## config.mk

```make
export PLATFORM = sky130hd
export DESIGN_NAME = frame_transfer_jobs
export DESIGN_NICKNAME = d
export VERILOG_FILES = /design/src/frame_jobs_pkg.sv /design/src/recv_call_if.sv /design/src/frame_receive_job.sv /design/src/frame_transfer_jobs.sv
export VERILOG_INCLUDE_DIRS = /design/src
export SDC_FILE = /design/constraint.sdc
export NUM_CORES = 1
export LEC_CHECK = 0
export BUFFER_PORTS_ARGS = -buffer_cell sky130_fd_sc_hd__buf_2
export CAP_MARGIN = 40
export CORE_UTILIZATION = 61
export DETAILED_ROUTE_END_ITERATION = 16
export PLACE_DENSITY = 0.91
export SLEW_MARGIN = 10
export SYNTH_ARGS = -nofsm -noshare
export SYNTH_HDL_FRONTEND = slang
export SYNTH_HIERARCHICAL = 1
export SYNTH_SLANG_ARGS = --single-unit
```

## constraint.sdc

```tcl
create_clock -name core_clk -period 7.4 [get_ports core_clk]
set_input_delay 0.74 -clock core_clk [delete_from_list [all_inputs] [get_ports core_clk]]
set_output_delay 0.74 -clock core_clk [all_outputs]
set_load 0.02 [all_outputs]
```

## src/frame_jobs_consts.svh

```systemverilog
// offsets, field positions, reset values and codes of the frame transfer jobs
`ifndef FRAME_JOBS_CONSTS_SVH
`define FRAME_JOBS_CONSTS_SVH

`define ADDR_CTRL        8'h00
`define ADDR_MOD_BASE    8'h04
`define ADDR_SEND_BLOCK  8'h08
`define ADDR_SEND_OFFSET 8'h0c
`define ADDR_SEND_LEN    8'h10
`define ADDR_SEND_CALL   8'h14
`define ADDR_SEND_RESULT 8'h18
`define ADDR_FAULT_INFO  8'h1c
`define ADDR_RECV_BLOCK  8'h20
`define ADDR_RECV_OFFSET 8'h24
`define ADDR_RECV_CALL   8'h28
`define ADDR_RECV_RESULT 8'h2c
`define ADDR_RECV_LEN    8'h30

`define BIT_TRIGGER      0
`define BIT_CANCEL       1
`define BIT_RECV_ENABLE  0
`define BIT_DONE         0
`define BIT_ERROR        1
`define BIT_RESULT       2
`define BIT_BUSY         3
`define STATUS_LSB       16

`define RST_WORD         16'h0000
`define ST_OK            16'h0000
`define ST_SEND_ABORT    16'h0001
`define ST_MODULE_FAULT  16'h1e0f
`define ST_RECV_RESET    16'h0002
`define ST_RECV_DISABLED 16'h0003
`define ST_RECV_OVERLONG 16'h0004

`define MAX_FRAME_BYTES  400
`define CALL_BUDGET      64

`endif

```

## src/frame_jobs_pkg.sv

```systemverilog
// types shared by the frame transfer jobs
package frame_jobs_pkg;
  typedef logic [15:0] word_t;
  typedef logic [7:0]  byte_t;

  typedef enum logic [3:0] {
    S_IDLE = 4'b0001,
    S_READ = 4'b0010,
    S_WAIT = 4'b0100,
    S_PUSH = 4'b1000
  } send_state_t;

  typedef enum logic [1:0] {
    R_IDLE = 2'b01,
    R_MOVE = 2'b10
  } recv_state_t;
endpackage : frame_jobs_pkg

```

## src/recv_call_if.sv

```systemverilog
// call and result signals between the controller and the receive job
`timescale 1ns/100ps
`default_nettype none
interface recv_call_if;
  import frame_jobs_pkg::*;
  logic  go;
  logic  enable;
  logic  cancel;
  word_t block;
  word_t offset;
  logic  busy;
  logic  newData;
  logic  error;
  logic  resultBit;
  word_t status;
  word_t length;

  modport ctrl (output go, enable, cancel, block, offset,
                input busy, newData, error, resultBit, status, length);
  modport job  (input go, enable, cancel, block, offset,
                output busy, newData, error, resultBit, status, length);
endinterface : recv_call_if
`default_nettype wire

```

## src/frame_receive_job.sv

```systemverilog
// receive job: fetches module frames into memory, call by call
`timescale 1ns/100ps
`default_nettype none
`include "frame_jobs_consts.svh"
module frame_receive_job #(
  parameter int CALL_BUDGET = `CALL_BUDGET,
  parameter int MAX_BYTES   = `MAX_FRAME_BYTES
) (
  input  wire logic                  core_clk,
  input  wire logic                  nrst,
  recv_call_if.job                   call,
  input  wire logic                  rxFrameReady,
  input  wire frame_jobs_pkg::byte_t rxByte,
  input  wire logic                  rxValid,
  input  wire logic                  rxLast,
  output var  logic                  rxReady,
  output var  logic                  memWrEn,
  output var  frame_jobs_pkg::word_t memWrAddr,
  output var  frame_jobs_pkg::byte_t memWrData
);
  import frame_jobs_pkg::*;

  recv_state_t state, next_state;
  word_t       count, next_count;
  logic [7:0]  budget, next_budget;
  logic        busy, next_busy, next_rxReady, next_memWrEn;
  logic        newData, next_newData, error, next_error;
  logic        resultBit, next_resultBit;
  word_t       status, next_status, length, next_length;
  word_t       next_memWrAddr;
  byte_t       next_memWrData;

  always_comb begin
    next_state     = state;
    next_count     = count;
    next_budget    = budget;
    next_busy      = busy;
    next_rxReady   = rxReady;
    next_memWrEn   = 1'b0;
    next_memWrAddr = memWrAddr;
    next_memWrData = memWrData;
    next_newData   = newData;
    next_error     = error;
    next_resultBit = resultBit;
    next_status    = status;
    next_length    = length;
    if (call.go) begin
      next_newData = 1'b0;
      next_error   = 1'b0;
      next_status  = `ST_OK;
      next_length  = `RST_WORD;
      next_budget  = 8'(CALL_BUDGET);
      next_busy    = 1'b0;
      next_rxReady = 1'b0;
      if (call.cancel) begin
        next_state = R_IDLE;
        if (state == R_MOVE) begin
          next_error     = 1'b1;
          next_status    = `ST_RECV_RESET;
          next_resultBit = 1'b0;
        end
      end else if (!call.enable) begin
        next_state = R_IDLE;
        if (state == R_MOVE) begin
          next_error     = 1'b1;
          next_status    = `ST_RECV_DISABLED;
          next_resultBit = 1'b0;
        end
      end else if (state == R_MOVE || rxFrameReady) begin
        if (state == R_IDLE)
          next_count = `RST_WORD;
        next_state   = R_MOVE;
        next_busy    = 1'b1;
        next_rxReady = 1'b1;
      end
    end else if (busy) begin
      next_budget = budget - 8'd1;
      if (rxValid && rxReady) begin
        next_memWrEn   = 1'b1;
        next_memWrAddr = 16'(call.offset + count);
        next_memWrData = rxByte;
        next_count     = count + 16'd1;
        if (rxLast) begin
          next_newData   = 1'b1;
          next_length    = count + 16'd1;
          next_resultBit = 1'b1;
          next_state     = R_IDLE;
          next_busy      = 1'b0;
          next_rxReady   = 1'b0;
        end else if (count + 16'd1 >= 16'(MAX_BYTES)) begin
          next_error     = 1'b1;
          next_status    = `ST_RECV_OVERLONG;
          next_resultBit = 1'b0;
          next_state     = R_IDLE;
          next_busy      = 1'b0;
          next_rxReady   = 1'b0;
        end
      end
      if (budget == 8'd1 && next_busy) begin
        next_busy    = 1'b0;
        next_rxReady = 1'b0;
      end
    end
  end

  always_ff @(posedge core_clk or negedge nrst) begin
    if (!nrst) begin
      state     <= R_IDLE;
      count     <= `RST_WORD;
      budget    <= 8'h00;
      busy      <= 1'b0;
      rxReady   <= 1'b0;
      memWrEn   <= 1'b0;
      memWrAddr <= `RST_WORD;
      memWrData <= 8'h00;
      newData   <= 1'b0;
      error     <= 1'b0;
      resultBit <= 1'b0;
      status    <= `RST_WORD;
      length    <= `RST_WORD;
    end else begin
      state     <= next_state;
      count     <= next_count;
      budget    <= next_budget;
      busy      <= next_busy;
      rxReady   <= next_rxReady;
      memWrEn   <= next_memWrEn;
      memWrAddr <= next_memWrAddr;
      memWrData <= next_memWrData;
      newData   <= next_newData;
      error     <= next_error;
      resultBit <= next_resultBit;
      status    <= next_status;
      length    <= next_length;
    end
  end

  assign call.busy      = busy;
  assign call.newData   = newData;
  assign call.error     = error;
  assign call.resultBit = resultBit;
  assign call.status    = status;
  assign call.length    = length;
endmodule : frame_receive_job
`default_nettype wire

```

## src/frame_transfer_jobs.sv

```systemverilog
// send job, register file and apb slave of the frame transfer jobs
`timescale 1ns/100ps
`default_nettype none
`include "frame_jobs_consts.svh"
module frame_transfer_jobs #(
  parameter int CALL_BUDGET = `CALL_BUDGET,
  parameter int MAX_BYTES   = `MAX_FRAME_BYTES
) (
  input  wire logic                  core_clk,
  input  wire logic                  nrst,
  input  wire logic                  psel,
  input  wire logic                  penable,
  input  wire logic                  pwrite,
  input  wire logic [7:0]            paddr,
  input  wire logic [31:0]           pwdata,
  output var  logic [31:0]           prdata,
  output var  logic                  pready,
  output var  logic                  pslverr,
  output var  frame_jobs_pkg::word_t moduleBaseAddress,
  output var  logic                  memRdEn,
  output var  frame_jobs_pkg::word_t memRdBlock,
  output var  frame_jobs_pkg::word_t memRdAddr,
  input  wire frame_jobs_pkg::byte_t memRdData,
  output var  frame_jobs_pkg::byte_t txByte,
  output var  logic                  txValid,
  input  wire logic                  txReady,
  input  wire logic                  txFault,
  input  wire frame_jobs_pkg::word_t txFaultCode,
  input  wire logic                  rxFrameReady,
  input  wire frame_jobs_pkg::byte_t rxByte,
  input  wire logic                  rxValid,
  input  wire logic                  rxLast,
  output var  logic                  rxReady,
  output var  logic                  memWrEn,
  output var  frame_jobs_pkg::word_t memWrBlock,
  output var  frame_jobs_pkg::word_t memWrAddr,
  output var  frame_jobs_pkg::byte_t memWrData
);
  import frame_jobs_pkg::*;

  recv_call_if recvCall ();

  // register file
  logic  recvEnable, next_recvEnable;
  word_t next_moduleBaseAddress;
  word_t sendBlock, next_sendBlock;
  word_t sendOffset, next_sendOffset;
  word_t sendLen, next_sendLen;
  word_t recvBlock, next_recvBlock;
  word_t recvOffset, next_recvOffset;
  logic  callActive, next_callActive;
  logic [31:0] next_prdata;
  logic  next_pready, next_pslverr;

  // send job
  send_state_t sendState, next_sendState;
  word_t       count, next_count;
  logic [7:0]  budget, next_budget;
  logic        sendBusy, next_sendBusy;
  logic        prevTrigger, next_prevTrigger;
  logic        done, next_done, error, next_error;
  logic        resultBit, next_resultBit;
  word_t       status, next_status;
  word_t       faultDetail, next_faultDetail;
  logic        next_memRdEn, next_txValid;
  word_t       next_memRdAddr;
  byte_t       next_txByte;

  logic access, commit, sendGo, recvGo, mapped;
  logic trigger, cancel;

  assign access  = psel && penable && !pready;
  assign commit  = psel && penable && pready && pwrite;
  assign sendGo  = access && pwrite && !callActive && paddr == `ADDR_SEND_CALL;
  assign recvGo  = access && pwrite && !callActive && paddr == `ADDR_RECV_CALL;
  assign trigger = pwdata[`BIT_TRIGGER];
  assign cancel  = pwdata[`BIT_CANCEL];

  assign recvCall.go     = recvGo;
  assign recvCall.enable = recvEnable;
  assign recvCall.cancel = pwdata[`BIT_CANCEL];
  assign recvCall.block  = recvBlock;
  assign recvCall.offset = recvOffset;
  assign memRdBlock      = sendBlock;
  assign memWrBlock      = recvBlock;

  always_comb begin
    unique case (paddr)
      `ADDR_CTRL, `ADDR_MOD_BASE, `ADDR_SEND_BLOCK, `ADDR_SEND_OFFSET,
      `ADDR_SEND_LEN, `ADDR_SEND_CALL, `ADDR_SEND_RESULT, `ADDR_FAULT_INFO,
      `ADDR_RECV_BLOCK, `ADDR_RECV_OFFSET, `ADDR_RECV_CALL,
      `ADDR_RECV_RESULT, `ADDR_RECV_LEN: mapped = 1'b1;
      default:                           mapped = 1'b0;
    endcase
  end

  // apb slave and register file
  always_comb begin
    next_recvEnable        = recvEnable;
    next_moduleBaseAddress = moduleBaseAddress;
    next_sendBlock         = sendBlock;
    next_sendOffset        = sendOffset;
    next_sendLen           = sendLen;
    next_recvBlock         = recvBlock;
    next_recvOffset        = recvOffset;
    next_callActive        = callActive;
    next_prdata            = prdata;
    next_pready            = 1'b0;
    next_pslverr           = 1'b0;
    if (access) begin
      if (pwrite && (paddr == `ADDR_SEND_CALL || paddr == `ADDR_RECV_CALL)) begin
        if (!callActive) begin
          next_callActive = 1'b1;
        end else if (!sendBusy && !recvCall.busy) begin
          next_callActive = 1'b0;
          next_pready     = 1'b1;
        end
      end else begin
        next_pready  = 1'b1;
        next_pslverr = !mapped;
        next_prdata  = 32'h0000_0000;
        if (!pwrite) begin
          unique case (paddr)
            `ADDR_CTRL:        next_prdata[`BIT_RECV_ENABLE] = recvEnable;
            `ADDR_MOD_BASE:    next_prdata[15:0] = moduleBaseAddress;
            `ADDR_SEND_BLOCK:  next_prdata[15:0] = sendBlock;
            `ADDR_SEND_OFFSET: next_prdata[15:0] = sendOffset;
            `ADDR_SEND_LEN:    next_prdata[15:0] = sendLen;
            `ADDR_SEND_RESULT: begin
              next_prdata[`BIT_DONE]   = done;
              next_prdata[`BIT_ERROR]  = error;
              next_prdata[`BIT_RESULT] = resultBit;
              next_prdata[`BIT_BUSY]   = sendState != S_IDLE;
              next_prdata[31:16]       = status;
            end
            `ADDR_FAULT_INFO:  next_prdata[15:0] = faultDetail;
            `ADDR_RECV_BLOCK:  next_prdata[15:0] = recvBlock;
            `ADDR_RECV_OFFSET: next_prdata[15:0] = recvOffset;
            `ADDR_RECV_RESULT: begin
              next_prdata[`BIT_DONE]   = recvCall.newData;
              next_prdata[`BIT_ERROR]  = recvCall.error;
              next_prdata[`BIT_RESULT] = recvCall.resultBit;
              next_prdata[31:16]       = recvCall.status;
            end
            `ADDR_RECV_LEN:    next_prdata[15:0] = recvCall.length;
            default:           next_prdata = 32'h0000_0000;
          endcase
        end
      end
    end
    if (commit) begin
      unique case (paddr)
        `ADDR_CTRL:        next_recvEnable = pwdata[`BIT_RECV_ENABLE];
        `ADDR_MOD_BASE:    next_moduleBaseAddress = pwdata[15:0];
        `ADDR_SEND_BLOCK:  next_sendBlock = pwdata[15:0];
        `ADDR_SEND_OFFSET: next_sendOffset = pwdata[15:0];
        `ADDR_SEND_LEN:    next_sendLen = pwdata[15:0];
        `ADDR_RECV_BLOCK:  next_recvBlock = pwdata[15:0];
        `ADDR_RECV_OFFSET: next_recvOffset = pwdata[15:0];
        default:           next_recvEnable = recvEnable;
      endcase
    end
  end

  always_ff @(posedge core_clk or negedge nrst) begin
    if (!nrst) begin
      recvEnable        <= 1'b0;
      moduleBaseAddress <= `RST_WORD;
      sendBlock         <= `RST_WORD;
      sendOffset        <= `RST_WORD;
      sendLen           <= `RST_WORD;
      recvBlock         <= `RST_WORD;
      recvOffset        <= `RST_WORD;
      callActive        <= 1'b0;
      prdata            <= 32'h0000_0000;
      pready            <= 1'b0;
      pslverr           <= 1'b0;
    end else begin
      recvEnable        <= next_recvEnable;
      moduleBaseAddress <= next_moduleBaseAddress;
      sendBlock         <= next_sendBlock;
      sendOffset        <= next_sendOffset;
      sendLen           <= next_sendLen;
      recvBlock         <= next_recvBlock;
      recvOffset        <= next_recvOffset;
      callActive        <= next_callActive;
      prdata            <= next_prdata;
      pready            <= next_pready;
      pslverr           <= next_pslverr;
    end
  end

  // send job: one call advances the copy by up to CALL_BUDGET cycles
  always_comb begin
    next_sendState   = sendState;
    next_count       = count;
    next_budget      = budget;
    next_sendBusy    = sendBusy;
    next_prevTrigger = prevTrigger;
    next_done        = done;
    next_error       = error;
    next_resultBit   = resultBit;
    next_status      = status;
    next_faultDetail = faultDetail;
    next_memRdEn     = 1'b0;
    next_memRdAddr   = memRdAddr;
    next_txByte      = txByte;
    next_txValid     = txValid;
    if (sendGo) begin
      next_done        = 1'b0;
      next_error       = 1'b0;
      next_status      = `ST_OK;
      next_prevTrigger = trigger;
      next_budget      = 8'(CALL_BUDGET);
      next_sendBusy    = 1'b0;
      if (cancel) begin
        next_sendState = S_IDLE;
        if (sendState != S_IDLE) begin
          next_error     = 1'b1;
          next_status    = `ST_SEND_ABORT;
          next_resultBit = 1'b0;
        end
      end else if (sendState != S_IDLE) begin
        next_sendBusy = 1'b1;
      end else if (trigger && !prevTrigger) begin
        next_count     = `RST_WORD;
        next_sendState = S_READ;
        next_sendBusy  = 1'b1;
      end
    end else if (sendBusy) begin
      next_budget = budget - 8'd1;
      unique case (sendState)
        S_READ: begin
          next_memRdEn   = 1'b1;
          next_memRdAddr = 16'(sendOffset + count);
          next_sendState = S_WAIT;
        end
        S_WAIT: begin
          next_txByte    = memRdData;
          next_txValid   = 1'b1;
          next_sendState = S_PUSH;
        end
        S_PUSH: begin
          if (txReady) begin
            next_txValid = 1'b0;
            next_count   = count + 16'd1;
            if (count + 16'd1 >= sendLen) begin
              next_done      = 1'b1;
              next_status    = `ST_OK;
              next_resultBit = 1'b1;
              next_sendState = S_IDLE;
              next_sendBusy  = 1'b0;
            end else begin
              next_sendState = S_READ;
            end
          end
        end
        S_IDLE: next_sendBusy = 1'b0;
      endcase
      if (txFault) begin
        next_error       = 1'b1;
        next_status      = `ST_MODULE_FAULT;
        next_faultDetail = txFaultCode;
        next_resultBit   = 1'b0;
        next_txValid     = 1'b0;
        next_sendState   = S_IDLE;
        next_sendBusy    = 1'b0;
      end else if (budget == 8'd1 && next_sendBusy) begin
        next_sendBusy = 1'b0;
        if (next_sendState == S_PUSH || next_sendState == S_WAIT) begin
          next_txValid   = 1'b0;
          next_sendState = S_READ;
        end
      end
    end else if (sendState == S_IDLE) begin
      next_txValid = 1'b0;
    end
  end

  always_ff @(posedge core_clk or negedge nrst) begin
    if (!nrst) begin
      sendState   <= S_IDLE;
      count       <= `RST_WORD;
      budget      <= 8'h00;
      sendBusy    <= 1'b0;
      prevTrigger <= 1'b0;
      done        <= 1'b0;
      error       <= 1'b0;
      resultBit   <= 1'b0;
      status      <= `RST_WORD;
      faultDetail <= `RST_WORD;
      memRdEn     <= 1'b0;
      memRdAddr   <= `RST_WORD;
      txByte      <= 8'h00;
      txValid     <= 1'b0;
    end else begin
      sendState   <= next_sendState;
      count       <= next_count;
      budget      <= next_budget;
      sendBusy    <= next_sendBusy;
      prevTrigger <= next_prevTrigger;
      done        <= next_done;
      error       <= next_error;
      resultBit   <= next_resultBit;
      status      <= next_status;
      faultDetail <= next_faultDetail;
      memRdEn     <= next_memRdEn;
      memRdAddr   <= next_memRdAddr;
      txByte      <= next_txByte;
      txValid     <= next_txValid;
    end
  end

  frame_receive_job #(
    .CALL_BUDGET (CALL_BUDGET),
    .MAX_BYTES   (MAX_BYTES)
  ) receiveJob (
    .core_clk     (core_clk),
    .nrst         (nrst),
    .call         (recvCall.job),
    .rxFrameReady (rxFrameReady),
    .rxByte       (rxByte),
    .rxValid      (rxValid),
    .rxLast       (rxLast),
    .rxReady      (rxReady),
    .memWrEn      (memWrEn),
    .memWrAddr    (memWrAddr),
    .memWrData    (memWrData)
  );
endmodule : frame_transfer_jobs
`default_nettype wire

```

# Word-level counts from Yosys, hierarchy flattened

Memory sizes are Yosys's and may differ from the RTL's.
Index checks and enable logic that the tools add are counted.

Bitwise operators: 3
Reduce and logical (&&, ||, !) cells: 67
Multiplexer cells: 151
Add/sub/neg operators: 6
Magnitude comparators: 2
Equality and inequality tests: 37

Operators with widths:

| cell                                                  | number |
|---|---|
| two-way mux 16 bit                                    | 31 |
| case mux 12 bit (8 select lines)                      | 1 |
| two-way mux 1 bit                                     | 85 |
| two-way mux 4 bit                                     | 11 |
| equality test 8 x 6 -> 1 bit (second input constant)  | 5 |
| adder 16 x 1 -> 16 bit (second input constant)        | 2 |
| adder 16 bit                                          | 2 |
| equality test 8 x 5 -> 1 bit (second input constant)  | 4 |
| two-way mux 32 bit                                    | 1 |
| two-way mux 8 bit                                     | 4 |
| case mux 16 bit (2 select lines)                      | 1 |
| two-way mux 2 bit                                     | 11 |
| AND reduction 2 bit                                   | 11 |
| AND reduction 3 bit                                   | 7 |
| case mux 2 bit (10 select lines)                      | 1 |
| AND reduction 4 bit                                   | 5 |
| nonzero test 2 bit                                    | 10 |
| AND reduction 6 bit                                   | 3 |
| equality test 8 x 1 -> 1 bit (second input constant)  | 2 |
| equality test 8 x 4 -> 1 bit (second input constant)  | 2 |
| >= comparator 16 bit                                  | 1 |
| >= comparator 16 x 9 -> 1 bit (second input constant) | 1 |
| subtractor 8 x 1 -> 8 bit (second input constant)     | 2 |
| nonzero test 3 bit                                    | 5 |
| 24 further kinds                                      | 58 |

Flip-flop bits (word level): 311
Memories: 1
Memory bits (read-only): 64
Input port bits: 82
Output and inout port bits: 134

Memories:

| memory          | words | width | rd ports | clocked after memory_dff | wr ports | RTL line                  | RTL |
|---|---|---|---|---|---|---|---|
| (no name shown) | 64    | 1     | 1        | 0                        | 0        | frame_transfer_jobs.sv:88 | `unique case (paddr)` |

# Longest topological paths before layout

Gate-level depths: netlist of run 1.

Depth after elaboration: 14
Gate-level depth with buffers: 13

# Cells and area by module

The synthesis of run 1 kept the hierarchy.

Modules (own cells, without submodules):

| module              | area each (um^2) | sequential area each (um^2) | cells an instance | instances |
|---|---|---|---|---|
| frame_transfer_jobs | 10805.4          | 5231.3                      | 1014              | 1 |
| frame_receive_job   | 4201.5           | 1878.1                      | 457               | 1 |

# Least setup slack after synthesis of run 1

Ideal clock, no wire load.

Path kind: in2reg
Start: input paddr[4]
End: register receiveJob.count[9]
Setup slack: 3.619 ns
Stages on the path: 13
Arrival: 3.715 ns
Path buffers: 4
Data required time: 7.334 ns
Setup time: 0.066 ns
Path through: buf_2 > nor4b_2 > clkbuf_1 > nand2_1 > nor3_1 > clkinv_1 > nand2b_1 > buf_2 > clkinv_1 > a31oi_1 > buf_2 > o21ai_0 > nand2_1

Word-level cells in the longest chain between the ends: 4
Elaborated cells on any way between the ends: 10

Ends and longest elaborated chain:

| what                                                                        | RTL line                  | RTL |
|---|---|---|
| from (decl)                                                                 | frame_transfer_jobs.sv:14 | `input wire logic [7:0] paddr,` |
| equality test 8 x 6 -> 1 bit (no source line) (*)                           | -                         |  |
| logical AND 1 bit (no source line) (*)                                      | -                         |  |
| net recvCall.go                                                             | recv_call_if.sv:6         | `logic go;` |
| != test 2 bit (no source line) / nonzero test 2 bit (equally long branches) | -                         |  |
| AND reduction 6 bit (no source line)                                        | -                         |  |
| to (signal assigned)                                                        | frame_receive_job.sv:109  | `` count <= `RST_WORD; `` |
| to (signal assigned)                                                        | frame_receive_job.sv:123  | `count <= next_count;` |
| to (decl)                                                                   | frame_receive_job.sv:24   | `word_t count, next_count;` |

Mark *: on every way through the listed nets, which the timed path passes. The rest lies on a longest branch.
A chain may end at the register's enable or synchronous reset.

# Final worst setup path of run 1

Start: input paddr[5]
End: register receiveJob.resultBit, in the netlist receiveJob/call.resultBit

Word-level cells in the longest chain between the ends: 4
Elaborated cells on any way between the ends: 8

Ends and longest elaborated chain:

| what                                                         | RTL line                 | RTL |
|---|---|---|
| equality test 8 x 6 -> 1 bit (no source line) (*)            | -                        |  |
| logical AND 1 bit (no source line) (*)                       | -                        |  |
| net recvCall.go                                              | recv_call_if.sv:6        |  |
| != test 3 bit (no source line), or another cell as far along | -                        |  |
| AND reduction 4 bit (no source line)                         | -                        |  |
| to (signal assigned)                                         | frame_receive_job.sv:132 | `resultBit <= next_resultBit;` |
| to (decl)                                                    | frame_receive_job.sv:28  | `logic resultBit, next_resultBit;` |

Marks and branches as above.

==> flow_metrics.env, run 1 <==
export IMPL_status="finished clean"
export IMPL_tritoncts="built"
export IMPL_cp_end_kind="flip-flop"
export IMPL_finalNetCount=1787
export IMPL_dieArea_um2=25200
export IMPL_portBuffers=199
export IMPL_synth_seq_cells=284
export IMPL_first_global_vias=12424
export IMPL_antenna_found_initial=2
export IMPL_synth_cell_types=91
export IMPL_tns_ns=0
export IMPL_drc_errors=0
export IMPL_seq_area_um2=7110
export IMPL_reg2reg_depth=8
export IMPL_holdBufCountCts=0
export IMPL_startpoint_type="input pin"
export IMPL_cap_violations=0
export IMPL_pre_cts_slack_ns=2.32
export IMPL_switchingPower_mw=0.722
export IMPL_timing_final_ws_setup_ns=2.76
export IMPL_crit_start="paddr[5]"
export IMPL_initial_utilization=0.619
export IMPL_yosysWarnings=6
export IMPL_design_area_um2=17200
export IMPL_cts_sinks=284
export IMPL_placed_area_um2=16300
export IMPL_stdcell_count=1998
export IMPL_io_pin_count=216
export IMPL_die_y_um=159
export IMPL_r2r_start="pready"
export IMPL_peakVddDrop_mv=0.182
export IMPL_place_gp_congestion=0.944
export IMPL_max_stage_delay_ns=0.84
export IMPL_arrival_ns=5.05
export IMPL_hp_class="in2async"
export IMPL_p_int_mw=2.47
export IMPL_clkPwrFrac=0.468
export IMPL_timing_rr_end="receiveJob/call.resultBit"
export IMPL_finalHoldViolCount=0
export IMPL_drt_total_wl_mm=42.1
export IMPL_drive_above_1_share=0.252
export IMPL_crit_chain="buf_2 > nor4b_2 > buf_4 > nand2_1 > nor3_1 > buf_4 > clkinv_1 > nand2b_2 > clkinv_1 > nand2_1 > o21ai_0"
export IMPL_power_density_nw_per_um2=185
export IMPL_ys_seq_area_frac=0.474
export IMPL_final_util=0.711
export IMPL_rsz0062_at_grt="false"
export IMPL_dp_hpwl_mm=29.6
export IMPL_whs_ns=0.175
export IMPL_fmax_mhz=215
export IMPL_path_clk_slew_ns=0.07
export IMPL_cts_setup_buffers=0
export IMPL_htreeDepth=1
export IMPL_slowest_stage="clkinv_1"
export IMPL_die_w_um=159
export IMPL_largest_reg_flops=32
export IMPL_syn_to_final_growth_pct=14.8
export IMPL_vias_per_cell=6.36
export IMPL_multiInputGateArea_um2=7380
export IMPL_grt_pass1_wl_mm=66.8
export IMPL_max_slew_margin=0.287
export IMPL_synth_flop_cell="dfrtp_1"
export IMPL_avgSynthCellArea_um2=10.2
export IMPL_total_power_mw=3.19
export IMPL_leakage_nw=8.68
export IMPL_p_comb_frac=0.040
export IMPL_p_seq_frac=0.491
export IMPL_required_ns=7.80
export IMPL_cp_endpoint="receiveJob/call.resultBit"
export IMPL_netlist_instances=1471
export IMPL_r2r_slack_ns=3.52
export IMPL_rows=57
export IMPL_postRouteAntennaNets=0
export IMPL_cts_root_buf="clkbuf_16"
export IMPL_setup_viol=0
export IMPL_async_reset_ff_frac=1.00
export IMPL_gr_usage_all_layers=0.333
export IMPL_grt_max_degree=196
export IMPL_slew_violations=0
export IMPL_fp_coreArea_um2=24200
export IMPL_worstSetupPathType="in2reg"
export IMPL_cts_buffers=29
export IMPL_worst_slew_pin_slew_ns=1.07
export IMPL_synth_edf_count=0
export IMPL_num_fill_cells=1675
export IMPL_firstDrtPassIters=6
export IMPL_synthesis_area_um2=15000
export IMPL_ctsResizeCount=0
export IMPL_grt_ovfl_total=0
export IMPL_via_count=12715
export IMPL_crit_path_max_fanout=28
export IMPL_top_register="prdata"
export IMPL_clockBufferDepth=3
export IMPL_skew_ns=0.0122
export IMPL_clk_latency_ns=0.56
export IMPL_post_route_period_util=0.628
export IMPL_placed_cells=1944
export IMPL_drt_iter0_markers=1466
export IMPL_period_minus_slack_ns=4.64
export IMPL_wl_per_cell_um=21.0
export IMPL_p_sw_frac=0.226
how the worst min path moves through the flow:
stage / start / endpoint / slack (ns) / cells past startpoint
finish: nrst / memRdAddr[15] / 0.18 / 1
global route: nrst / memRdEn / 0.24 / 1
CTS: nrst / memRdEn / 0.22 / 1
detailed placement: receiveJob/memWrAddr[9] / receiveJob/memWrAddr[9] / 0.46 / 2
global placement: prdata[16] / prdata[16] / 0.45 / 2
floorplan: nrst / budget[0] / 0.44 / 0
power by group through the flow:
stage / clock (mW) / combinational [mW] / sequential [mW]
4_1_cts: 1.50 / 0.127 / 1.57
3_5_place_dp: 0 / 0.126 / 1.60
3_3_place_gp: 0 / 0.122 / 1.60
6_report: 1.49 / 0.129 / 1.57
5_1_grt: 1.57 / 0.140 / 1.57
2_1_floorplan: 0 / 0.0517 / 1.60
final cells by class:
type	count	area share
Clock inverter	11	0.00820
Sequential cell	284	0.413
Antenna cell	2	0.000290
Timing Repair Buffer	221	0.0701
Tap cell	324	0.0235
Inverter	44	0.00958
Clock buffer	41	0.0476
Multi-Input combinational cell	1071	0.428
kinds of logic (layout without fill, tap and decap cells):
logic type	count (synthesis)	count (layout)	share of synthesized area
other	1	15	0.000250
multiplexers	146	146	0.110
AO/OA/AOI/OAI	328	328	0.142
flip-flops	284	284	0.474
AND/OR/NAND/NOR	461	461	0.149
adder cells (fa/ha/maj)	54	54	0.0460
buffers and inverters	128	317	0.0390
XOR/XNOR	69	69	0.0403
routing by layer:
layer  vias up  global-route usage  part of all wire
met4         0               0.169             0.055
met2       731               0.525              0.46
met1      6189               0.442              0.40
met3       172              0.0635             0.089
li1       5623                   -                 -
met5         -                   0                 0
synth_stat cells (15+ instances only):
cell type,count,area share
nand2_1,199,0.050
nor3_1,26,0.0087
ha_1,52,0.043
a22o_1,15,0.0088
dfrtp_1,282,0.47
nand3_1,39,0.013
a22oi_1,15,0.0075
o21ai_0,110,0.037
inv_1,42,0.011
a21o_1,17,0.0085
nor2_1,98,0.025
xnor2_1,39,0.023
a31oi_1,20,0.0083
buf_4,16,0.0080
mux2_2,118,0.089
clkbuf_1,43,0.011
a21oi_1,56,0.019
mux2i_1,24,0.016
buf_2,18,0.0060
xor2_1,30,0.018
worst max-delay path: cells and delay by family:
kind / cells / cell delay [ns]
compound gates: 1 / 0.20
buf+inv: 5 / 2.20
simple gates: 5 / 1.89
cells in the final DEF (no fill, tap or decap), drive strengths merged, types with 6 or more instances in the layout:
master     n
o22ai     10
mux2     119
o21ai    113
ha        52
a21oi     56
a211oi    10
a22oi     15
nand4     11
inv       43
a21o      17
a2111oi    8
and3       8
o31ai      7
nor3      28
nand2b    10
a22o      15
nor4b     10
xor2      30
nand2    200
and4       6
conb      13
nor4      13
buf      219
dfrtp    282
clkbuf    41
nor2      99
xnor2     39
nand3     41
a31oi     20
clkinv     6
o211ai     8
mux2i     24
o21a       7
or3        6
Power figures use the tool's default switching activity.
==> run 2, diff against run 1 <==
- ABC_AREA: unset -> 1
- CORE_UTILIZATION: 61 -> 58
- PLACE_DENSITY: 0.91 -> 0.88
- clock period: 7.4 -> 4.6 ns (I/O delays scaled with it)
==> run 2 against run 1 <==
Compared with the run above: the flow now finishes with violations (negative hold slack); power up 69%; worst setup slack worse by 1.7 ns; global-route usage up 0.19 points; critical endpoint is now sendState[3]; largest cell class is now sequential cells.
==> flow_metrics.env, run 2 <==
export IMPL_postRouteAntennaNets=0
export IMPL_worstSetupPathType="reg2reg"
export IMPL_violations="negative hold slack"
export IMPL_synth_seq_cells=284
export IMPL_cts_sinks=284
export IMPL_syn_to_final_growth_pct=16.1
export IMPL_cts_buffers=30
export IMPL_arrival_ns=3.97
export IMPL_finalNetCount=2166
export IMPL_slew_violations=0
export IMPL_synth_top_area_cell="dfrtp_1"
export IMPL_yosysWarnings=6
export IMPL_avgSynthCellArea_um2=8.18
export IMPL_die_y_um=163
export IMPL_setup_viol=0
export IMPL_ctsResizeCount=0
export IMPL_synthesis_area_um2=15000
export IMPL_synth_flop_cell="dfrtp_1"
export IMPL_hp_class="in2async"
export IMPL_rows=58
export IMPL_placed_area_um2=16400
export IMPL_finalHoldViolCount=43
export IMPL_timing_final_ws_setup_ns=1.07
export IMPL_tritoncts="built"
export IMPL_synthTopCellsByArea="dfrtp_1 (47%), nand2_1 (12%), o21ai_0 (6.4%)"
export IMPL_startpoint_type="flip-flop"
export IMPL_fmax_mhz=284
export IMPL_dieArea_um2=26500
export IMPL_vias_per_cell=5.89
export IMPL_period_minus_slack_ns=3.53
export IMPL_post_route_period_util=0.767
export IMPL_top_register="prdata"
export IMPL_portBuffers=199
export IMPL_required_ns=5.04
export IMPL_netlist_instances=1835
export IMPL_cts_root_buf="clkbuf_16"
export IMPL_final_common_cell="nand2_1"
export IMPL_multiInputGateArea_um2=6840
export IMPL_antenna_found_initial=0
export IMPL_wl_per_cell_um=18.4
export IMPL_crit_chain="nand3_1 > nor3_1 > nand3_1 > nor2_1 > nand2_1 > nor2_1 > nand2_1 > nand2_1 > inv_1 > ha_1 > a21oi_1 > o21ai_0 > a21oi_1 > nand2_1 > nand2_1 > nand4_1 > nand2_1 > nand2_1"
export IMPL_drt_total_wl_mm=43.8
export IMPL_max_stage_delay_ns=0.49
export IMPL_htreeDepth=1
export IMPL_dp_hpwl_mm=31.5
export IMPL_seq_area_um2=7110
export IMPL_whs_ns=-0.0272
export IMPL_diodes=0
export IMPL_clockBufferDepth=3
export IMPL_drive_above_1_share=0.173
export IMPL_cpMostUsedCell="nand2_1"
export IMPL_firstDrtPassIters=9
export IMPL_synth_top_area_frac=0.470
export IMPL_cp_end_kind="flip-flop"
export IMPL_fp_coreArea_um2=25300
export IMPL_grt_max_degree=117
export IMPL_path_clk_slew_ns=0.06
export IMPL_ys_seq_area_frac=0.474
export IMPL_synth_common_cells="nand2_1 (499), dfrtp_1 (282), o21ai_0 (192)"
export IMPL_design_area_um2=17400
export IMPL_largest_reg_flops=32
export IMPL_grt_ovfl_total=0
export IMPL_io_pin_count=216
export IMPL_initial_utilization=0.594
export IMPL_crit_path_max_fanout=6
export IMPL_crit_family="simple AND/OR/NAND/NOR gates"
export IMPL_cts_setup_buffers=0
export IMPL_synth_cell_types=57
export IMPL_via_count=14040
export IMPL_synth_edf_count=0
export IMPL_leakage_nw=9.28
export IMPL_holdBufCountCts=0
export IMPL_crit_buf_inv=1
export IMPL_worst_slew_pin_slew_ns=0.903
export IMPL_pre_cts_slack_ns=1.11
export IMPL_tns_ns=0
export IMPL_final_cell_mix="nand2_1 (499), dfrtp_1 (282), buf_2 (198), o21ai_0 (192), inv_1 (188)"
export IMPL_status="finished, violations left"
export IMPL_clk_latency_ns=0.57
export IMPL_max_slew_margin=0.398
export IMPL_final_util=0.690
export IMPL_power_density_nw_per_um2=309
export IMPL_slowest_stage="dfrtp_1"
export IMPL_peakVddDrop_mv=0.288
export IMPL_grt_pass1_wl_mm=69.5
export IMPL_rsz0062_at_grt="false"
export IMPL_first_global_vias=13273
export IMPL_die_w_um=163
export IMPL_drc_errors=0
export IMPL_gr_usage_all_layers=0.335
export IMPL_skew_ns=0.0278
export IMPL_place_gp_congestion=0.945
export IMPL_drt_iter0_markers=1680
export IMPL_cap_violations=0
export IMPL_num_fill_cells=1959
export IMPL_async_reset_ff_frac=1.00
export IMPL_synth_most_common_cell="nand2_1"
## run 2: changes by cell type in the layout (fill, tap and decap cells not counted), sizes merged, moves of 22 or more
cell   previous run  this run
nand2           200       516
inv              43       197
nand3            41       150
o21ai           113       211
mux2            119        23
xnor2            39        13
mux2i            24         0
nand4            11        33
## run 2: layout make-up
type                    count  area share
clock buffers              44      0.0496
clock inverters            10      0.0107
repair buffers            220      0.0717
flip-flops and latches    284       0.408
inverters                 202      0.0438
well taps                 330      0.0237
multi-input cells        1292       0.393
## run 2: kinds of logic after synthesis
| logic type | after synthesis | share of synthesized area |
|---|---|---|
| simple gates | 839 | 0.248 |
| flops | 284 | 0.474 |
| other cells | 1 | 0.000250 |
| fa+ha+maj | 54 | 0.0460 |
| compound gates | 334 | 0.123 |
| xor+xnor | 29 | 0.0169 |
| buf+inv | 271 | 0.0739 |
| mux | 23 | 0.0173 |
## run 2: worst reg2reg max path, cell delays in order, from the launching register on
cell and delay (ns):
dfrtp_1 0.49, nand3_1 0.18, nor3_1 0.42, nand3_1 0.23, nor2_1 0.14, nand2_1 0.09, nor2_1 0.14, nand2_1 0.06
nand2_1 0.10, inv_1 0.06, ha_1 0.28, a21oi_1 0.15, o21ai_0 0.10, a21oi_1 0.32, nand2_1 0.11, nand2_1 0.20
nand4_1 0.20, nand2_1 0.10, nand2_1 0.05
## run 2: path summary, 6_finish.rpt
| kind | startpoint | to | slack (ns) | cells past startpoint |
|---|---|---|---|---|
| max reg2reg | count[0] | sendState[3] | 1.07 | 18 |
| min in group core_clk | rxByte[4] | receiveJob/memWrData[4] | 0.09 | 3 |
| max | count[0] | sendState[3] | 1.07 | 18 |
| max in group asynchronous | nrst | sendLen[13] | 3.40 | 2 |
| min reg2reg | receiveJob/budget[7] | receiveJob/budget[7] | 0.47 | 1 |
| min | nrst | faultDetail[10] | -0.03 | 1 |
## run 2: through the flow
| step | instances | hold slack [ns] | total power, mW |
|---|---|---|---|
| after floorplan | 1847 | 0.164 | 2.70 |
| after global placement | 2319 | 0.451 | 2.82 |
| after detailed placement | 2327 | 0.456 | 2.84 |
| after CTS | 2381 | 0.0154 | 5.40 |
| after global routing | 2382 | 0.0389 | 5.53 |
| final | 2382 | -0.0272 | 5.39 |
## run 2: per-layer routing
layer  track usage  routed length (um)  part of all wire  up-vias
li1              -                   -                 -     6430
met1         0.465               17500              0.40     6664
met2         0.529               19900              0.45      822
met3        0.0619                4650              0.11      124
met4         0.117                1700             0.039        0
met5             0                   0                 0        -
## run 2: where the power goes
part           switching, mW  internal, mW  leakage [nW]
logic                  0.186        0.0746          4.97
registers             0.0209          2.52          3.79
clock network           1.02          1.57         0.515
total                   1.22          4.16          9.28
